### config.mk
export PLATFORM = sky130hd
export DESIGN_NAME = flsp_host
export DESIGN_NICKNAME = d
export VERILOG_FILES = /design/src/flsp_pkg.sv /design/src/flsp_bus.sv /design/src/flsp_host.sv
export VERILOG_INCLUDE_DIRS = /design/src
export SDC_FILE = /design/constraint.sdc
export NUM_CORES = 1
export LEC_CHECK = 0
export ABC_AREA = 1
export BUFFER_PORTS_ARGS = -buffer_cell sky130_fd_sc_hd__buf_4
export CORE_MARGIN = 5
export CORE_UTILIZATION = 50
export CTS_BUF_LIST = sky130_fd_sc_hd__clkbuf_16
export CTS_CLUSTER_SIZE = 40
export DETAILED_ROUTE_END_ITERATION = 12
export PLACE_DENSITY_LB_ADDON = 0.2
export SLEW_MARGIN = 20
export SYNTH_ARGS = -nofsm -noshare
export SYNTH_HDL_FRONTEND = slang
export SYNTH_SLANG_ARGS = --single-unit
### constraint.sdc
create_clock -name clk -period 2.6 [get_ports clk]
set_input_delay 0.13 -clock clk [delete_from_list [all_inputs] [get_ports clk]]
set_output_delay 0.13 -clock clk [all_outputs]
set_load 0.005 [all_outputs]
### src/flsp_map.svh
// Operation
// - Programmer ID: high voltage on address_bit_nine
// - Protect verify: sector address, A1 high, A6/A0 low
// - In-system ID needs identification command sequence
// - Reset-pin method; protect all before unprotect
// - Alternate method: high voltage on three pins
// - Write needs chip select, strobe low, gate high
// - Bad sequence needs reset command afterwards
`ifndef FLSP_MAP_SVH
`define FLSP_MAP_SVH

// Pin and sector geometry
`define FLSP_AW            17
`define FLSP_DW            8
`define FLSP_NSEC          10
`define FLSP_SEC_HI        16
`define FLSP_SEC_LO        12
`define FLSP_BIT_A0        0
`define FLSP_BIT_A1        1
`define FLSP_BIT_A6        6

// Identification low address bytes
`define FLSP_ID_MAKER_LO   8'h00
`define FLSP_ID_DEV_LO     8'h01
`define FLSP_ID_PROT_LO    8'h02

// Timing in ns, and derived clock counts (least times round up)
`define FLSP_CLK_NS        5
`define FLSP_T_GLITCH_NS   5
`define FLSP_T_SETUP_NS    10
`define FLSP_T_STROBE_NS   40
`define FLSP_T_HOLD_NS     10
`define FLSP_T_HV_NS       200
`define FLSP_CYC(t)        (((t) + `FLSP_CLK_NS - 1) / `FLSP_CLK_NS)
`define FLSP_SETUP_CYC     `FLSP_CYC(`FLSP_T_SETUP_NS)
`define FLSP_STROBE_CYC    `FLSP_CYC(`FLSP_T_STROBE_NS)
`define FLSP_HOLD_CYC      `FLSP_CYC(`FLSP_T_HOLD_NS)
`define FLSP_GLITCH_CYC    `FLSP_CYC(`FLSP_T_GLITCH_NS)
`define FLSP_HV_CYC        `FLSP_CYC(`FLSP_T_HV_NS)

`endif

### src/flsp_pkg.sv
`include "flsp_map.svh"

package flsp_pkg;

  // Host command codes
  typedef enum logic [3:0] {
    OP_READ       = 4'h0,  // Plain array read
    OP_WRITE      = 4'h1,  // Raw write cycle
    OP_RESET      = 4'h2,  // Reset command
    OP_ID_ENTER   = 4'h3,  // Identification command sequence
    OP_ID_READ    = 4'h4,  // Maker or device code
    OP_PROT_QUERY = 4'h5,  // In-system protection status
    OP_HV_READ    = 4'h6,  // Programmer path identification read
    OP_PROTECT    = 4'h7,  // Reset-pin method protect
    OP_UNPROTECT  = 4'h8,  // Reset-pin method unprotect
    OP_ALT_PROT   = 4'h9,  // Three-pin high voltage protect
    OP_TEMP_UNPR  = 4'hA   // Temporary unprotect level
  } flsp_op_t;

  typedef enum logic [1:0] {
    BUS_IDLE   = 2'h0,
    BUS_SETUP  = 2'h1,
    BUS_STROBE = 2'h2,
    BUS_HOLD   = 2'h3
  } flsp_bus_st_t;

  typedef enum logic [2:0] {
    HST_IDLE   = 3'h0,
    HST_SETTLE = 3'h1,
    HST_ISSUE  = 3'h2,
    HST_WAIT   = 3'h3,
    HST_DROP   = 3'h4,
    HST_RESP   = 3'h5
  } flsp_hst_t;

  // One bus cycle of a command sequence
  typedef struct packed {
    logic                    wr;
    logic [`FLSP_AW-1:0]     addr;
    logic [`FLSP_DW-1:0]     data;
    logic                    last;
  } flsp_step_t;

  // Bus cycle engine state
  typedef struct packed {
    flsp_bus_st_t            st;
    logic [7:0]              cnt;
    logic                    wr;
    logic [`FLSP_AW-1:0]     a;
    logic [`FLSP_DW-1:0]     d;
    logic [`FLSP_DW-1:0]     rd;
    logic [`FLSP_DW-1:0]     s1;
    logic [`FLSP_DW-1:0]     s2;
    logic                    done;
    logic                    ce_n;
    logic                    oe_n;
    logic                    we_n;
    logic                    dq_oe;
  } flsp_bus_s_t;

  // Sequencer state
  typedef struct packed {
    flsp_hst_t               st;
    flsp_op_t                op;
    logic [1:0]              idx;
    logic [7:0]              cnt;
    logic [`FLSP_AW-1:0]     a;
    logic [`FLSP_DW-1:0]     d;
    logic                    hv_a9;
    logic                    hv_oe;
    logic                    hv_rst;
    logic                    temp;
    logic [`FLSP_NSEC-1:0]   prot;
    logic                    start;
    logic                    rsp_valid;
    logic [`FLSP_DW-1:0]     rsp_data;
    logic                    rsp_err;
  } flsp_host_s_t;

endpackage

### src/flsp_bus.sv
`timescale 1ns/1ps
`default_nettype none
`include "flsp_map.svh"

// One asynchronous read or write cycle on the flash pins
module flsp_bus (
  input  wire logic                clk,
  input  wire logic                rstn,
  input  wire logic                start,   // Pulse: begin a cycle
  input  wire logic                wr,      // High for a write cycle
  input  wire logic [`FLSP_AW-1:0] addr,
  input  wire logic [`FLSP_DW-1:0] wdata,
  output logic                     done,    // Pulse: cycle finished
  output logic [`FLSP_DW-1:0]      rdata,   // Captured read data
  output logic                     ce_n,
  output logic                     oe_n,
  output logic                     we_n,
  output logic [`FLSP_AW-1:0]      addr_o,
  output logic [`FLSP_DW-1:0]      dq_o,
  output logic                     dq_oe,
  input  wire logic [`FLSP_DW-1:0] dq_i
);

  flsp_pkg::flsp_bus_s_t q;  // Registered state
  flsp_pkg::flsp_bus_s_t d;  // Next state

  // Next state and next pin levels
  always_comb begin
    d      = q;
    d.done = 1'b0;
    d.s1   = dq_i;  // Data pins come from another domain
    d.s2   = q.s1;
    unique case (q.st)
      flsp_pkg::BUS_IDLE: begin
        if (start) begin
          // Address and data settle before any strobe falls
          d.st  = flsp_pkg::BUS_SETUP;
          d.wr  = wr;
          d.a   = addr;
          d.d   = wdata;
          d.cnt = 8'(`FLSP_SETUP_CYC - 1);
        end
      end
      flsp_pkg::BUS_SETUP: begin
        if (q.cnt == 8'h00) begin
          d.st  = flsp_pkg::BUS_STROBE;
          d.cnt = 8'(`FLSP_STROBE_CYC - 1);
        end else begin
          d.cnt = q.cnt - 8'h01;
        end
      end
      flsp_pkg::BUS_STROBE: begin
        if (q.cnt == 8'h00) begin
          // Synchroniser adds two cycles; the strobe is far longer
          d.rd  = q.s2;
          d.st  = flsp_pkg::BUS_HOLD;
          d.cnt = 8'(`FLSP_HOLD_CYC - 1);
        end else begin
          d.cnt = q.cnt - 8'h01;
        end
      end
      flsp_pkg::BUS_HOLD: begin
        // Data stays driven past the rising strobe
        if (q.cnt == 8'h00) begin
          d.st   = flsp_pkg::BUS_IDLE;
          d.done = 1'b1;
        end else begin
          d.cnt = q.cnt - 8'h01;
        end
      end
    endcase
    // Pin levels follow the next state, so they leave flops cleanly
    d.ce_n  = (d.st != flsp_pkg::BUS_STROBE);
    d.we_n  = !(d.st == flsp_pkg::BUS_STROBE && d.wr);
    d.oe_n  = !(d.st == flsp_pkg::BUS_STROBE && !d.wr);
    d.dq_oe = (d.st != flsp_pkg::BUS_IDLE) && d.wr;
  end

  // State register; write strobe held high out of reset
  always_ff @(posedge clk) begin
    if (!rstn) begin
      q       <= '0;
      q.st    <= flsp_pkg::BUS_IDLE;
      q.ce_n  <= 1'b1;
      q.oe_n  <= 1'b1;
      q.we_n  <= 1'b1;
    end else begin
      q <= d;
    end
  end

  assign done   = q.done;
  assign rdata  = q.rd;
  assign ce_n   = q.ce_n;
  assign oe_n   = q.oe_n;
  assign we_n   = q.we_n;
  assign addr_o = q.a;
  assign dq_o   = q.d;
  assign dq_oe  = q.dq_oe;
endmodule
`default_nettype wire

### src/flsp_host.sv
`timescale 1ns/1ps
`default_nettype none
`include "flsp_map.svh"

// Host controller: drives identification, protection and raw cycles
module flsp_host #(
  parameter bit                  TOP_BOOT   = 1'b0,     // Sector layout variant
  parameter logic [`FLSP_AW-1:0] UL1_ADDR   = 17'h00555, // First unlock address
  parameter logic [`FLSP_DW-1:0] UL1_DATA   = 8'hAA,
  parameter logic [`FLSP_AW-1:0] UL2_ADDR   = 17'h002AA, // Second unlock address
  parameter logic [`FLSP_DW-1:0] UL2_DATA   = 8'h55,
  parameter logic [`FLSP_DW-1:0] ID_CMD     = 8'h90,     // Identification command
  parameter logic [`FLSP_DW-1:0] RESET_CMD  = 8'hF0,     // Reset command
  parameter logic [`FLSP_DW-1:0] PROT_DATA  = 8'h60      // Protect/unprotect data
) (
  input  wire logic                clk,
  input  wire logic                rstn,
  // Command port
  input  wire logic                cmd_valid,
  output logic                     cmd_ready,
  input  wire logic [3:0]          cmd_op,
  input  wire logic [`FLSP_AW-1:0] cmd_addr,
  input  wire logic [`FLSP_DW-1:0] cmd_data,
  output logic                     rsp_valid,
  output logic [`FLSP_DW-1:0]      rsp_data,
  output logic                     rsp_err,
  output logic [`FLSP_NSEC-1:0]    prot_map,     // Known protected sectors
  // Flash pins
  output logic                     ce_n,
  output logic                     oe_n,
  output logic                     we_n,
  output logic [`FLSP_AW-1:0]      addr_o,
  output logic [`FLSP_DW-1:0]      dq_o,
  output logic                     dq_oe,
  input  wire logic [`FLSP_DW-1:0] dq_i,
  output logic                     a9_hv_en,     // high_voltage_level on address_bit_nine
  output logic                     oe_hv_en,     // high_voltage_level on output gate
  output logic                     rst_hv_en     // high_voltage_level on reset pin
);

  flsp_pkg::flsp_host_s_t q;     // Registered state
  flsp_pkg::flsp_host_s_t d;     // Next state
  flsp_pkg::flsp_step_t   step;  // Current sequence step
  logic                   bus_done;
  logic [`FLSP_DW-1:0]    bus_rdata;

  // Sector index from an address, for either boot layout
  function automatic logic [3:0] sector_of(input logic [`FLSP_AW-1:0] a);
    logic [4:0] s;
    s = a[`FLSP_SEC_HI:`FLSP_SEC_LO];
    if (!TOP_BOOT) begin
      if (s[4:2] != 3'h0) sector_of = 4'(s[4:2]) + 4'h2;
      else if (!s[1])     sector_of = 4'h0;
      else                sector_of = s[0] ? 4'h2 : 4'h1;
    end else begin
      if (s[4:2] != 3'h7) sector_of = 4'(s[4:2]);
      else if (s[1])      sector_of = 4'h9;  // 8K sector at the very top
      else                sector_of = s[0] ? 4'h8 : 4'h7;
    end
  endfunction

  // Force the three mode address bits
  function automatic logic [`FLSP_AW-1:0] mode_addr(input logic [`FLSP_AW-1:0] a,
                                                  input logic a6, input logic a1,
                                                  input logic a0);
    mode_addr              = a;
    mode_addr[`FLSP_BIT_A6] = a6;
    mode_addr[`FLSP_BIT_A1] = a1;
    mode_addr[`FLSP_BIT_A0] = a0;
  endfunction

  // Address, data and direction of each step of each command
  always_comb begin
    step      = '0;
    step.last = 1'b1;
    step.addr = q.a;
    step.data = q.d;
    unique case (q.op)
      flsp_pkg::OP_READ: ;
      flsp_pkg::OP_WRITE:     step.wr = 1'b1;
      flsp_pkg::OP_RESET: begin
        // Any address is accepted with the reset command
        step.wr   = 1'b1;
        step.data = RESET_CMD;
      end
      flsp_pkg::OP_ID_ENTER: begin
        // Two unlock cycles, then the identification command
        step.wr   = 1'b1;
        step.last = (q.idx == 2'h2);
        step.addr = (q.idx == 2'h1) ? UL2_ADDR : UL1_ADDR;
        step.data = (q.idx == 2'h0) ? UL1_DATA : (q.idx == 2'h1) ? UL2_DATA : ID_CMD;
      end
      flsp_pkg::OP_ID_READ: begin
        step.addr = {q.a[`FLSP_AW-1:8], q.d[0] ? `FLSP_ID_DEV_LO : `FLSP_ID_MAKER_LO};
      end
      flsp_pkg::OP_PROT_QUERY: begin
        step.addr = {q.a[`FLSP_AW-1:8], `FLSP_ID_PROT_LO};
      end
      flsp_pkg::OP_HV_READ: begin
        // Bit 1 of the command data picks sector verify over code read
        step.addr = mode_addr(q.a, 1'b0, q.d[1], q.d[0] & ~q.d[1]);
      end
      flsp_pkg::OP_PROTECT, flsp_pkg::OP_ALT_PROT: begin
        step.wr   = 1'b1;
        step.addr = mode_addr(q.a, 1'b0, 1'b1, 1'b0);
        step.data = PROT_DATA;
      end
      flsp_pkg::OP_UNPROTECT: begin
        step.wr   = 1'b1;
        step.addr = mode_addr(q.a, 1'b1, 1'b1, 1'b0);
        step.data = PROT_DATA;
      end
      default: ;  // Temporary unprotect runs no cycle; unused codes run a plain read cycle
    endcase
  end

  // Sequencer next state
  always_comb begin
    d           = q;
    d.start     = 1'b0;
    d.rsp_valid = 1'b0;
    unique case (q.st)
      flsp_pkg::HST_IDLE: begin
        if (cmd_valid) begin
          d.op      = flsp_pkg::flsp_op_t'(cmd_op);
          d.a       = cmd_addr;
          d.d       = cmd_data;
          d.idx     = 2'h0;
          d.rsp_err = 1'b0;
          if (d.op == flsp_pkg::OP_TEMP_UNPR) d.temp = cmd_data[0];
          if (d.op == flsp_pkg::OP_UNPROTECT && !(&q.prot)) begin
            // Every sector must be protected before an unprotect write
            d.rsp_err = 1'b1;
            d.op      = flsp_pkg::OP_READ;  // No level rises for a refused command
            d.st      = flsp_pkg::HST_RESP;
          end else begin
            d.st  = flsp_pkg::HST_SETTLE;
            d.cnt = 8'(`FLSP_HV_CYC - 1);
          end
        end
      end
      flsp_pkg::HST_SETTLE: begin
        // High voltage pins need time before a strobe is allowed
        if (q.cnt != 8'h00)                   d.cnt = q.cnt - 8'h01;
        else if (q.op == flsp_pkg::OP_TEMP_UNPR) d.st = flsp_pkg::HST_RESP;
        else                                  d.st  = flsp_pkg::HST_ISSUE;
      end
      flsp_pkg::HST_ISSUE: begin
        d.start = 1'b1;
        d.st    = flsp_pkg::HST_WAIT;
      end
      flsp_pkg::HST_WAIT: begin
        if (bus_done) begin
          d.rsp_data = bus_rdata;
          if (!step.last) begin
            d.idx = q.idx + 2'h1;
            d.st  = flsp_pkg::HST_ISSUE;
          end else begin
            d.st  = flsp_pkg::HST_DROP;
            d.cnt = 8'(`FLSP_HV_CYC - 1);
            unique case (q.op)
              flsp_pkg::OP_PROT_QUERY: d.prot[sector_of(q.a)] = (bus_rdata != 8'h00);
              flsp_pkg::OP_HV_READ:
                if (q.d[1]) d.prot[sector_of(q.a)] = (bus_rdata != 8'h00);
              flsp_pkg::OP_PROTECT, flsp_pkg::OP_ALT_PROT: d.prot[sector_of(q.a)] = 1'b1;
              flsp_pkg::OP_UNPROTECT: d.prot = '0;
              default: ;
            endcase
          end
        end
      end
      flsp_pkg::HST_DROP: begin
        // The levels are removed and given time to settle before the answer
        d.op = flsp_pkg::OP_READ;
        if (q.cnt != 8'h00) d.cnt = q.cnt - 8'h01;
        else                d.st  = flsp_pkg::HST_RESP;
      end
      flsp_pkg::HST_RESP: begin
        d.rsp_valid = 1'b1;
        d.op        = flsp_pkg::OP_READ;
        d.st        = flsp_pkg::HST_IDLE;
      end
      default: d.st = flsp_pkg::HST_IDLE;  // Two codes unused
    endcase
    // Levels follow the command in hand; kept here so no loop runs through d
    d.hv_a9  = (d.op == flsp_pkg::OP_HV_READ) || (d.op == flsp_pkg::OP_ALT_PROT);
    d.hv_oe  = (d.op == flsp_pkg::OP_ALT_PROT);
    d.hv_rst = d.temp || (d.op == flsp_pkg::OP_PROTECT) || d.hv_oe
               || (d.op == flsp_pkg::OP_UNPROTECT);
  end

  // State register; sector flags start clear
  always_ff @(posedge clk) begin
    if (!rstn) begin
      q      <= '0;
      q.st   <= flsp_pkg::HST_IDLE;
      q.op   <= flsp_pkg::OP_READ;
    end else begin
      q <= d;
    end
  end

  flsp_bus u_bus (
    .clk    (clk),
    .rstn   (rstn),
    .start  (q.start),
    .wr     (step.wr),
    .addr   (step.addr),
    .wdata  (step.data),
    .done   (bus_done),
    .rdata  (bus_rdata),
    .ce_n   (ce_n),
    .oe_n   (oe_n),
    .we_n   (we_n),
    .addr_o (addr_o),
    .dq_o   (dq_o),
    .dq_oe  (dq_oe),
    .dq_i   (dq_i)
  );

  assign cmd_ready = (q.st == flsp_pkg::HST_IDLE);
  assign rsp_valid = q.rsp_valid;
  assign rsp_data  = q.rsp_data;
  assign rsp_err   = q.rsp_err;
  assign prot_map  = q.prot;
  assign a9_hv_en  = q.hv_a9;
  assign oe_hv_en  = q.hv_oe;
  assign rst_hv_en = q.hv_rst;
endmodule
`default_nettype wire

==> results of run 1 <==
## through the flow
step	cell area [sq um]	hold slack, ps
after floorplan	6110	228
after global placement	6620	312
after detailed placement	6620	315
after CTS	7430	6.46
after global routing	7430	27.9
final	7430	13.0
## power groups by stage
stage / Sequential, uW / Clock [uW] / Combinational, uW
global route: 2600 / 2290 / 2760
global placement: 2600 / 0 / 2350
detailed placement: 2600 / 0 / 2370
CTS: 2560 / 2200 / 2420
floorplan: 2540 / 0 / 1820
finish: 2570 / 2170 / 2420
## state kept, by name, summed over array words and instances, names as in the netlist, 8 cells and up, named ones only
| register | count |
|---|---|
| u_bus.q | 19 |
| u_bus.dq_o | 8 |
| u_bus.rdata | 8 |
| u_bus.addr_o | 17 |
| q | 44 |
| rsp_data | 8 |
| u_bus.d | 8 |
## metal layers
metal	share of wire, %	wire [um]	vias up	track usage [%]
li1	-	-	2844	-
met4	1.2	164	0	6.02
met5	0	0	-	0
met2	44	6090	128	29.5
met1	50	6950	2350	26.8
met3	5.3	739	22	5.66
## final cells by class
class                   instances  area, sq um  area share (%)
well taps                     147          184            2.47
clock buffers                  17          425            5.72
clock inverters                13          111            1.50
repair buffers                127         1020            13.8
inverters                     109          409            5.50
flip-flops and latches        132         2640            35.5
multi-input cells             551         2640            35.5
## path summary, 6_finish.rpt
path                     start         end  slack, ps  depth (start not counted)
setup reg to reg   u_bus.q[55]  u_bus.oe_n        670                          8
hold / removal    cmd_addr[15]       q[48]         10                          3
setup / recovery   u_bus.q[55]  u_bus.oe_n        670                          8
hold reg to reg     u_bus.d[6]  u_bus.q[6]        410                          2
## critical path: cells and delay by family, from the launching register on
family | cells | cell delay, ps
fa+ha+maj | 1 | 240
flops | 1 | 310
compound gates | 1 | 220
buf+inv | 1 | 70
simple gates | 5 | 960
## what timing repair did
action | in CTS | in global routing
hold endpoints to repair | 28 | 0
hold buffers | 28 | 0
setup endpoints to repair | 0 | 0
## cells by family (layout without fill, tap and decap cells)
kind of cell               count (synthesis)  after routing  share of synthesized area, %
and+or+nand+nor                          368            368                          26.1
buffers and inverters                    175            266                          13.6
AOI/OAI and AO/OA                        170            170                          14.6
DFF                                      132            132                          43.3
adders and majority gates                  9              9                          1.84
xor gates and xnor gates                   4              4                         0.574
## cell usage after synthesis, drive strengths merged, types with 2 or more instances
cell type,instances
nand4,7
o31ai,5
nand2,191
nor2,117
o21ai,90
clkbuf,15
buf,51
o22ai,2
ha,9
dfxtp,132
a211oi,2
nor3,12
and2,2
inv,109
o211ai,2
nand3,36
xor2,3
a31oi,4
a21oi,63
==> results.md, run 1 <==
- Worst setup margin: ~670 ps
- Full die area: between 10000 and 15000 sq um
- Finished Layout Cells: approximately 1100
- Largest net degree at the start of global routing: 54
- Most frequent cells in the layout: nand2_1, dfxtp_1, inv_1, nor2_1, buf_4
- Fin Clk Skew: 6.71 ps
- Int Pwr: around 4500 uW
- Measured slew at the worst slew-check pin: 609 ps
- Main area contributors after synthesis: dfxtp_1, nand2_1, o21ai_0
- Die Span Y: about 120 um
- Clock slew at reported path FFs: approximately 60 ps
- Final setup viols: 0
- Area of the core: ~12000 sq um
- Placer Congestion: 0.904
- Pleak: about 0.0035 uW
- Initial antenna violation count: 0
- CTS resizes: 0
- Vias per std cell: 4.88
- Fill count: between 1000 and 1500
- Worst-skew pair later-pin latency: 420 ps
- Logic pwr share: about a third
- Critical Path RT: roughly 2900 ps
- Max Clk Rate: a little over 500 MHz
- Synth Register Bits: between 100 and 150
- Commonest non-fill, non-tap cell in the layout: nand2_1
- Drt pass-1 iters: 5
- Syn_area_per_cell: around 7 sq um
- Average wire per standard cell: ~13 um
- Net switching power: between 2000 and 3000 uW
- Cts bufs inserted: 17
- Hold Fails Final Rpt: 0
- Mapped cell area: just over 6000 sq um
- Cell Pwr Density: between 900 and 1000 nW/um^2
- Min Clock Period, post-route: 1930 ps
- Async set-reset flop share out of synthesis: 0%
- Overall power: 7160 uW
- Status: complete, no violations
- Mapped Nets: roughly 910
- Sw frac: about 37%
- Die X: around 120 um
- Critical path peak fanout: 17
- First-pass GRT wire length: 22900 um
- DRC violations left: 0
- Reg power frac: 35.8%
- Crit Path Category: register to register
- N_diodes: 0
- Post-route ant nets: 0
- Max VDD drop: between 0.4 and 0.5 mV
- Max transition margin: between 50% and 60%
- Iteration-0 DRC count of the detailed router: about 400
- Synth warn: 0
- Buffers on Ports: roughly 90
- Place WS: about 700 ps
- WL final: about 14000 um
- Clock sinks: 132
- CTS tree: done
- Worst setup EP type: register
- Max cap viols: 0
- Most used cell, CP: nand3_1
- Core Rows: 40
- Post-Syn Instances: between 800 and 900
- Primary FF master, synth: dfxtp_1
- Distinct cell type count after synthesis: 37
- TNS Setup: 0 ps
- Fin crit share: between 70% and 80%
- IO Pins: 93
- # nets final: 987
- Starting density of the core: between 50% and 60%
- Area leader, netlist: dfxtp_1
- Worst-path cell chain: inv_1 > ha_1 > nand2_1 > nor2_4 > nand3_1 > o211ai_1 > nor2_1 > nand3_1
- Top cell type's share of synthesized area: 43.3%
- Root Buffer: clkbuf_16
- Post-layout util: between 60% and 70%
- Postcts setup bufs: 0
- Overflow after GRT: 0
- Via Count: 5344
- Seq/Total Area, Yosys: between 40% and 50%
- Overall routing resource usage: roughly 19%
- Clk buf depth: 2
- Vias in the first global route: approximately 4800
- DPL Wire Length: 9900 um
- CTS H-Tree Depth: 4
- P&R area growth vs syn: 21.7%
- Max Slew Vio Count: 0
- Worst EP arrival: roughly 2200 ps
- Placed insts: 1038
- Startpoint Class: register
- Power share of the clock group: 30.4%
- Critical path's slowest cell: nand3_1
- EDFF count, synth: 0
- CP peak stage delay: approximately 390 ps
- Share of layout cells above drive strength 1: 17.0%
- RSZ-0062 raised after global routing: no
- Hold WC Path Type: input port to register
Note: power is estimated with default switching activity, not from simulation.
==> inputs of run 2 (changes only) <==
- ABC_AREA: 1 -> 0
- clock period: 2.6 -> 2 ns (I/O delays scaled with it)
==> results.md, run 2 <==
- Status: complete, no violations
- Clock slew at reported path FFs: around 60 ps
- Max transition margin: between 50% and 60%
- Worst EP arrival: around 2200 ps
- Gr busiest metal: met2
- Syn_area_per_cell: approximately 8.3 sq um
- Critical Path RT: roughly 2300 ps
- CTS H-Tree Depth: 4
- Synth cell count leaders: dfxtp_1, nand2_1, a21oi_1
- Async set-reset flop share out of synthesis: 0%
- DRC violations left: 0
- Starting density of the core: just over 50%
- TNS Setup: 0 ps
- Final setup viols: 0
- Worst r2r dst: u_bus.rdata[4]
- Drt pass-1 iters: 5
- Fill count: roughly 1100
- Crit Path Category: register to register
- Footprint of the multi-input gates: about 3100 sq um
- Top cell type's share of synthesized area: 41.6%
- Worst setup EP type: register
- Synth Register Bits: 132
- RSZ-0062 raised after global routing: no
- Commonest non-fill, non-tap cell in the layout: buf_4
- Main area contributors after synthesis: dfxtp_1, a21oi_1, nand2_1
- Most frequent cells in the layout: buf_4, dfxtp_1, nand2_1
- Cts bufs inserted: 17
- Critical path peak fanout: 9
- Vias per std cell: between 5 and 6
- Root Buffer: clkbuf_16
- Die X: ~120 um
- Distinct cell type count after synthesis: between 80 and 90
- Critical path's slowest cell: or2_1
- Via Count: slightly below 6000
- GR Util met3: between 7 and 8%
- Seq/Total Area, Yosys: about two fifths
- Pleak: 0.00322 uW
- Clock sinks: between 100 and 150
- Worst-skew pair later-pin latency: roughly 430 ps
- Startpoint Class: register
- EDFF count, synth: 0
- CP peak stage delay: around 470 ps
- Hold WC Path Type: input port to register
- Hold path depth: 3
- Synth warn: 0
- First-pass GRT wire length: between 20000 and 30000 um
- Post-layout util: 63.4%
- Overall routing resource usage: between 20% and 30%
- CTS tree: done
- Worst-path cell chain: inv_1 > ha_1 > nand3_2 > or2_1 > mux2i_1 > nor2_1
- Die Span Y: between 100 and 150 um
- Max Clk Rate: 530 MHz
- Iteration-0 DRC count of the detailed router: between 500 and 600
- # nets final: about 920
- Buffers on Ports: 92
- Hold Fails Final Rpt: 0
- Max cap viols: 0
- Critical path's top delay family: simple AND/OR/NAND/NOR gates
- Mapped Nets: approximately 820
- N_diodes: 0
- Mapped cell area: around 6300 sq um
- GRT met2 Usage: 39.4%
- Initial antenna violation count: 0
- WL final: 17000 um
- Cell Pwr Density: 1270 nW/um^2
- Measured slew at the worst slew-check pin: roughly 640 ps
- Min Clock Period, post-route: between 1500 and 2000 ps
- Worst Path Buf+Inv: 1
- Post-route ant nets: 0
- Count leader, synth: dfxtp_1
- Register area: 2640 sq um
- Average wire per standard cell: between 15 and 20 um
- Largest net degree at the start of global routing: 66
- Clk buf depth: 2
- Postcts setup bufs: 0
- Overflow after GRT: 0
- Fin crit share: 94.3%
- Area leader, netlist: dfxtp_1
- Core Rows: slightly above 40
- P&R area growth vs syn: 25.1%
- R2r startpoint: u_bus.q[55]
- Worst R2R Setup Slack: approximately 110 ps
- Max FFs per register: 44
- Overall power: 10100 uW
- Area of the core: between 10000 and 15000 sq um
- HP Start: cmd_valid
- Max VDD drop: about 0.64 mV
- Post-Syn Instances: just under 800
- Placer Congestion: approximately 0.86
- IO Pins: slightly above 90
- Hold Crit Endpoint: q[64]
- FF-to-FF path depth: 6
- Primary FF master, synth: dfxtp_1
- Full die area: between 15000 and 20000 sq um
- Vias in the first global route: around 5600
- Biggest register: q
- GR Util met1: a little over a quarter
- Max Slew Vio Count: 0
- DPL Wire Length: ~12000 um
- Share of layout cells above drive strength 1: about 22%
- Fin Clk Skew: between 9 and 10 ps
-- run 2: kinds of logic after synthesis --
logic type / share of synthesized area (%)
buf+inv: 10.4
compound gates: 21.0
simple gates: 22.8
fa+ha+maj: 1.77
xor+xnor: 0.690
mux: 1.74
flops: 41.6
-- run 2: how the worst max path moves through the flow --
| stage | startpoint | to | slack [ps] | cells after the start |
|---|---|---|---|---|
| global placement | q[51] | q[55] | 170 | 7 |
| global route | u_bus.q[55] | u_bus.rdata[7] | 3 | 6 |
| finish | u_bus.q[55] | u_bus.rdata[4] | 110 | 6 |
| floorplan | q[50] | q[54] | 180 | 6 |
| detailed placement | q[51] | q[52] | 90 | 7 |
| CTS | u_bus.q[63] | u_bus.q[60] | 80 | 5 |
-- run 2: cell type report --
cell class / instances / area share [%]
multi-input combinational: 526 / 38.4
sequential: 132 / 33.3
timing repair buffer: 169 / 17.3
clock buffer: 17 / 5.36
tap: 172 / 2.71
clock inverter: 15 / 1.94
inverter: 21 / 0.993
-- run 2: through the flow --
stage          cells  setup WS, ps  hold WS (ps)  area, sq um
2_1_floorplan    769           179           227         6340
4_1_cts         1052          75.8          64.1         7930
5_1_grt         1052          3.05          76.4         7940
6_report        1052           113          65.1         7940
3_3_place_gp     985           171           308         7000
3_5_place_dp     985          93.3           315         7000
-- run 2: routing by layer --
| layer | up-vias | wire length, um | part of all wire, % |
|---|---|---|---|
| li1 | 2854 | - | - |
| met1 | 2767 | 7220 | 42 |
| met2 | 165 | 8530 | 50 |
| met3 | 35 | 923 | 5.4 |
| met4 | 0 | 340 | 2.0 |
| met5 | - | 0 | 0 |
-- run 2: worst min-delay path, cell delays in order --
cell     delay, ps
buf_4          130
o21ai_0        100
a21oi_1        120
-- run 2: what timing repair did --
| item | in CTS | in global routing |
|---|---|---|
| setup endpoints to repair | 0 | 10 |
| endpoints found under the hold margin | 36 | 0 |
| hold buffers | 35 | 0 |
| resized for setup | 0 | 6 |
-- run 2: power by group --
part,switching [uW],internal [uW]
sequential,359,2990
combinational,2080,1570
clock,1230,1840
total,3670,6400
==> inputs of run 3 (changes only) <==
- ABC_AREA: 0 -> 1
==> results.md, run 3 (synthesized netlist as in run 1, its figures left out) <==
- Status: complete, no violations
- Cts bufs inserted: 17
- N_diodes: 0
- Max cap viols: 0
- Iteration-0 DRC count of the detailed router: 338
- DPL Wire Length: a little under 10000 um
- Hold WC Path Type: input port to register
- Full die area: approximately 15000 sq um
- # nets final: roughly 1000
- Measured slew at the worst slew-check pin: 609 ps
- Reg power frac: a little over a third
- Clk buf depth: 2
- Share of layout cells above drive strength 1: about 17%
- Vias per std cell: 4.94
- Fin Clk Skew: 6.71 ps
- Most frequent cells in the layout: nand2_1, dfxtp_1, inv_1, nor2_1, buf_4
- Min Clock Period, post-route: approximately 1800 ps
- First-pass GRT wire length: between 20000 and 25000 um
- Power share of the clock group: 32.2%
- Biggest register: q
- Startpoint Class: register
- Final setup viols: 0
- Int Pwr: around 6100 uW
- Commonest non-fill, non-tap cell in the layout: nand2_1
- Drt pass-1 iters: 5
- Fill count: 1091
- Sw frac: approximately 36%
- Clock sinks: 132
- CTS resizes: 0
- Largest net degree at the start of global routing: 60
- Via Count: 5466
- Crit Path Category: register to register
- Worst setup EP type: register
- P&R area growth vs syn: 23.9%
- Clock slew at reported path FFs: about 60 ps
- Overall routing resource usage: around 20%
- Starting density of the core: between 50 and 60%
- Area of the core: ~12000 sq um
- Buffers on Ports: 92
- Max transition margin: roughly three fifths
- Initial antenna violation count: 0
- Critical Path RT: roughly 2300 ps
- Core Rows: 40
- Net switching power: about 3500 uW
- HP Start: cmd_op[3]
- Max Slew Vio Count: 0
- TNS Setup: 0 ps
- CTS tree: done
- Cell Pwr Density: ~1300 nW/um^2
- DRC violations left: 0
- Critical path peak fanout: 12
- CTS H-Tree Depth: 4
- RSZ-0062 raised after global routing: no
- Root Buffer: clkbuf_16
- Hold Fails Final Rpt: 0
- Placer Congestion: about 0.91
- R2r startpoint: u_bus.q[64]
- Pleak: roughly 0.0036 uW
- Max Clk Rate: approximately 570 MHz
- Die X: between 100 and 150 um
- Overflow after GRT: 0
- Vias in the first global route: ~5000
- Average wire per standard cell: between 10 and 15 um
- Max VDD drop: approximately 0.57 mV
- WL final: about 14000 um
- Worst-skew pair later-pin latency: between 400 and 500 ps
- Post-route ant nets: 0
- Max FFs per register: 44
- Fin crit share: between 80 and 90%
- Worst EP arrival: slightly above 2000 ps
- IO Pins: 93
- Crit. Startpoint: u_bus.q[64]
- Die Span Y: about 120 um
- Logic pwr share: 33.1%
- WHS: around 100 ps
## run 3: cell count changes in the layout (fill, tap and decap cells not counted), moves of 11 or more
cell | before | now
a21oi_1 | 90 | 62
a31oi_1 | 16 | 4
and2_1 | 20 | 2
buf_4 | 133 | 102
inv_1 | 20 | 102
mux2i_1 | 11 | 0
nand2_1 | 120 | 184
nand2b_1 | 11 | 0
nand3_1 | 7 | 34
nor2_1 | 61 | 102
o21ai_0 | 30 | 86
## run 3: worst max-delay path, cell delays in order, from the launching register on
cell and delay (ps):
dfxtp_1 340, nor2_1 230, inv_1 130, nor2_4 250, inv_1 180, nand2_1 100
inv_2 100, nand2_1 110, inv_1 70, o21ai_0 80, a21oi_1 60
## run 3: repair_timing
item,CTS,global route
endpoints found under the hold margin,41,0
hold buffers,34,0
setup buffers,0,0
endpoints found under the setup margin,0,0
## run 3: worst paths after layout
check | to | slack (ps) | cells after the start
worst min register to register | u_bus.q[6] | 410 | 2
worst min-delay path | q[63] | 100 | 5
worst max-delay path | u_bus.q[61] | 250 | 10
worst max register to register | u_bus.q[61] | 250 | 10
## run 3: cell type report
class | count | area, sq um | area share [%]
clock buffers | 17 | 425 | 5.62
clock inverters | 15 | 165 | 2.18
inverters | 109 | 409 | 5.40
multi-input cells | 551 | 2640 | 34.8
flip-flops and latches | 132 | 2640 | 34.9
well taps | 147 | 184 | 2.43
repair buffers | 136 | 1110 | 14.6
## run 3: routing by layer
metal | global-route usage, % | up-vias | wire, um
met2 | 30.5 | 139 | 6250
met4 | 7.22 | 0 | 204
met5 | 0 | - | 0
met3 | 5.47 | 21 | 711
met1 | 27.6 | 2437 | 7020
li1 | - | 2869 | -
## run 3: per-stage QoR
stage | utilization, % | setup WS, ps | total power, uW | instances | cell area, sq um
5_1_grt | 63.0 | 39.2 | 10300 | 1107 | 7570
6_report | 63.0 | 245 | 9580 | 1107 | 7570
3_3_place_gp | 55.3 | 299 | 6450 | 1041 | 6640
4_1_cts | 63.0 | 256 | 9640 | 1107 | 7570
2_1_floorplan | - | 491 | 5670 | 858 | 6110
3_5_place_dp | 55.3 | 277 | 6470 | 1041 | 6640
## run 3: power groups by stage
stage,logic (uW),clock network [uW],registers [uW]
after floorplan,2370,0,3300
after global placement,3080,0,3370
after detailed placement,3100,0,3370
after CTS,3180,3130,3330
after global routing,3610,3270,3390
final,3170,3080,3330
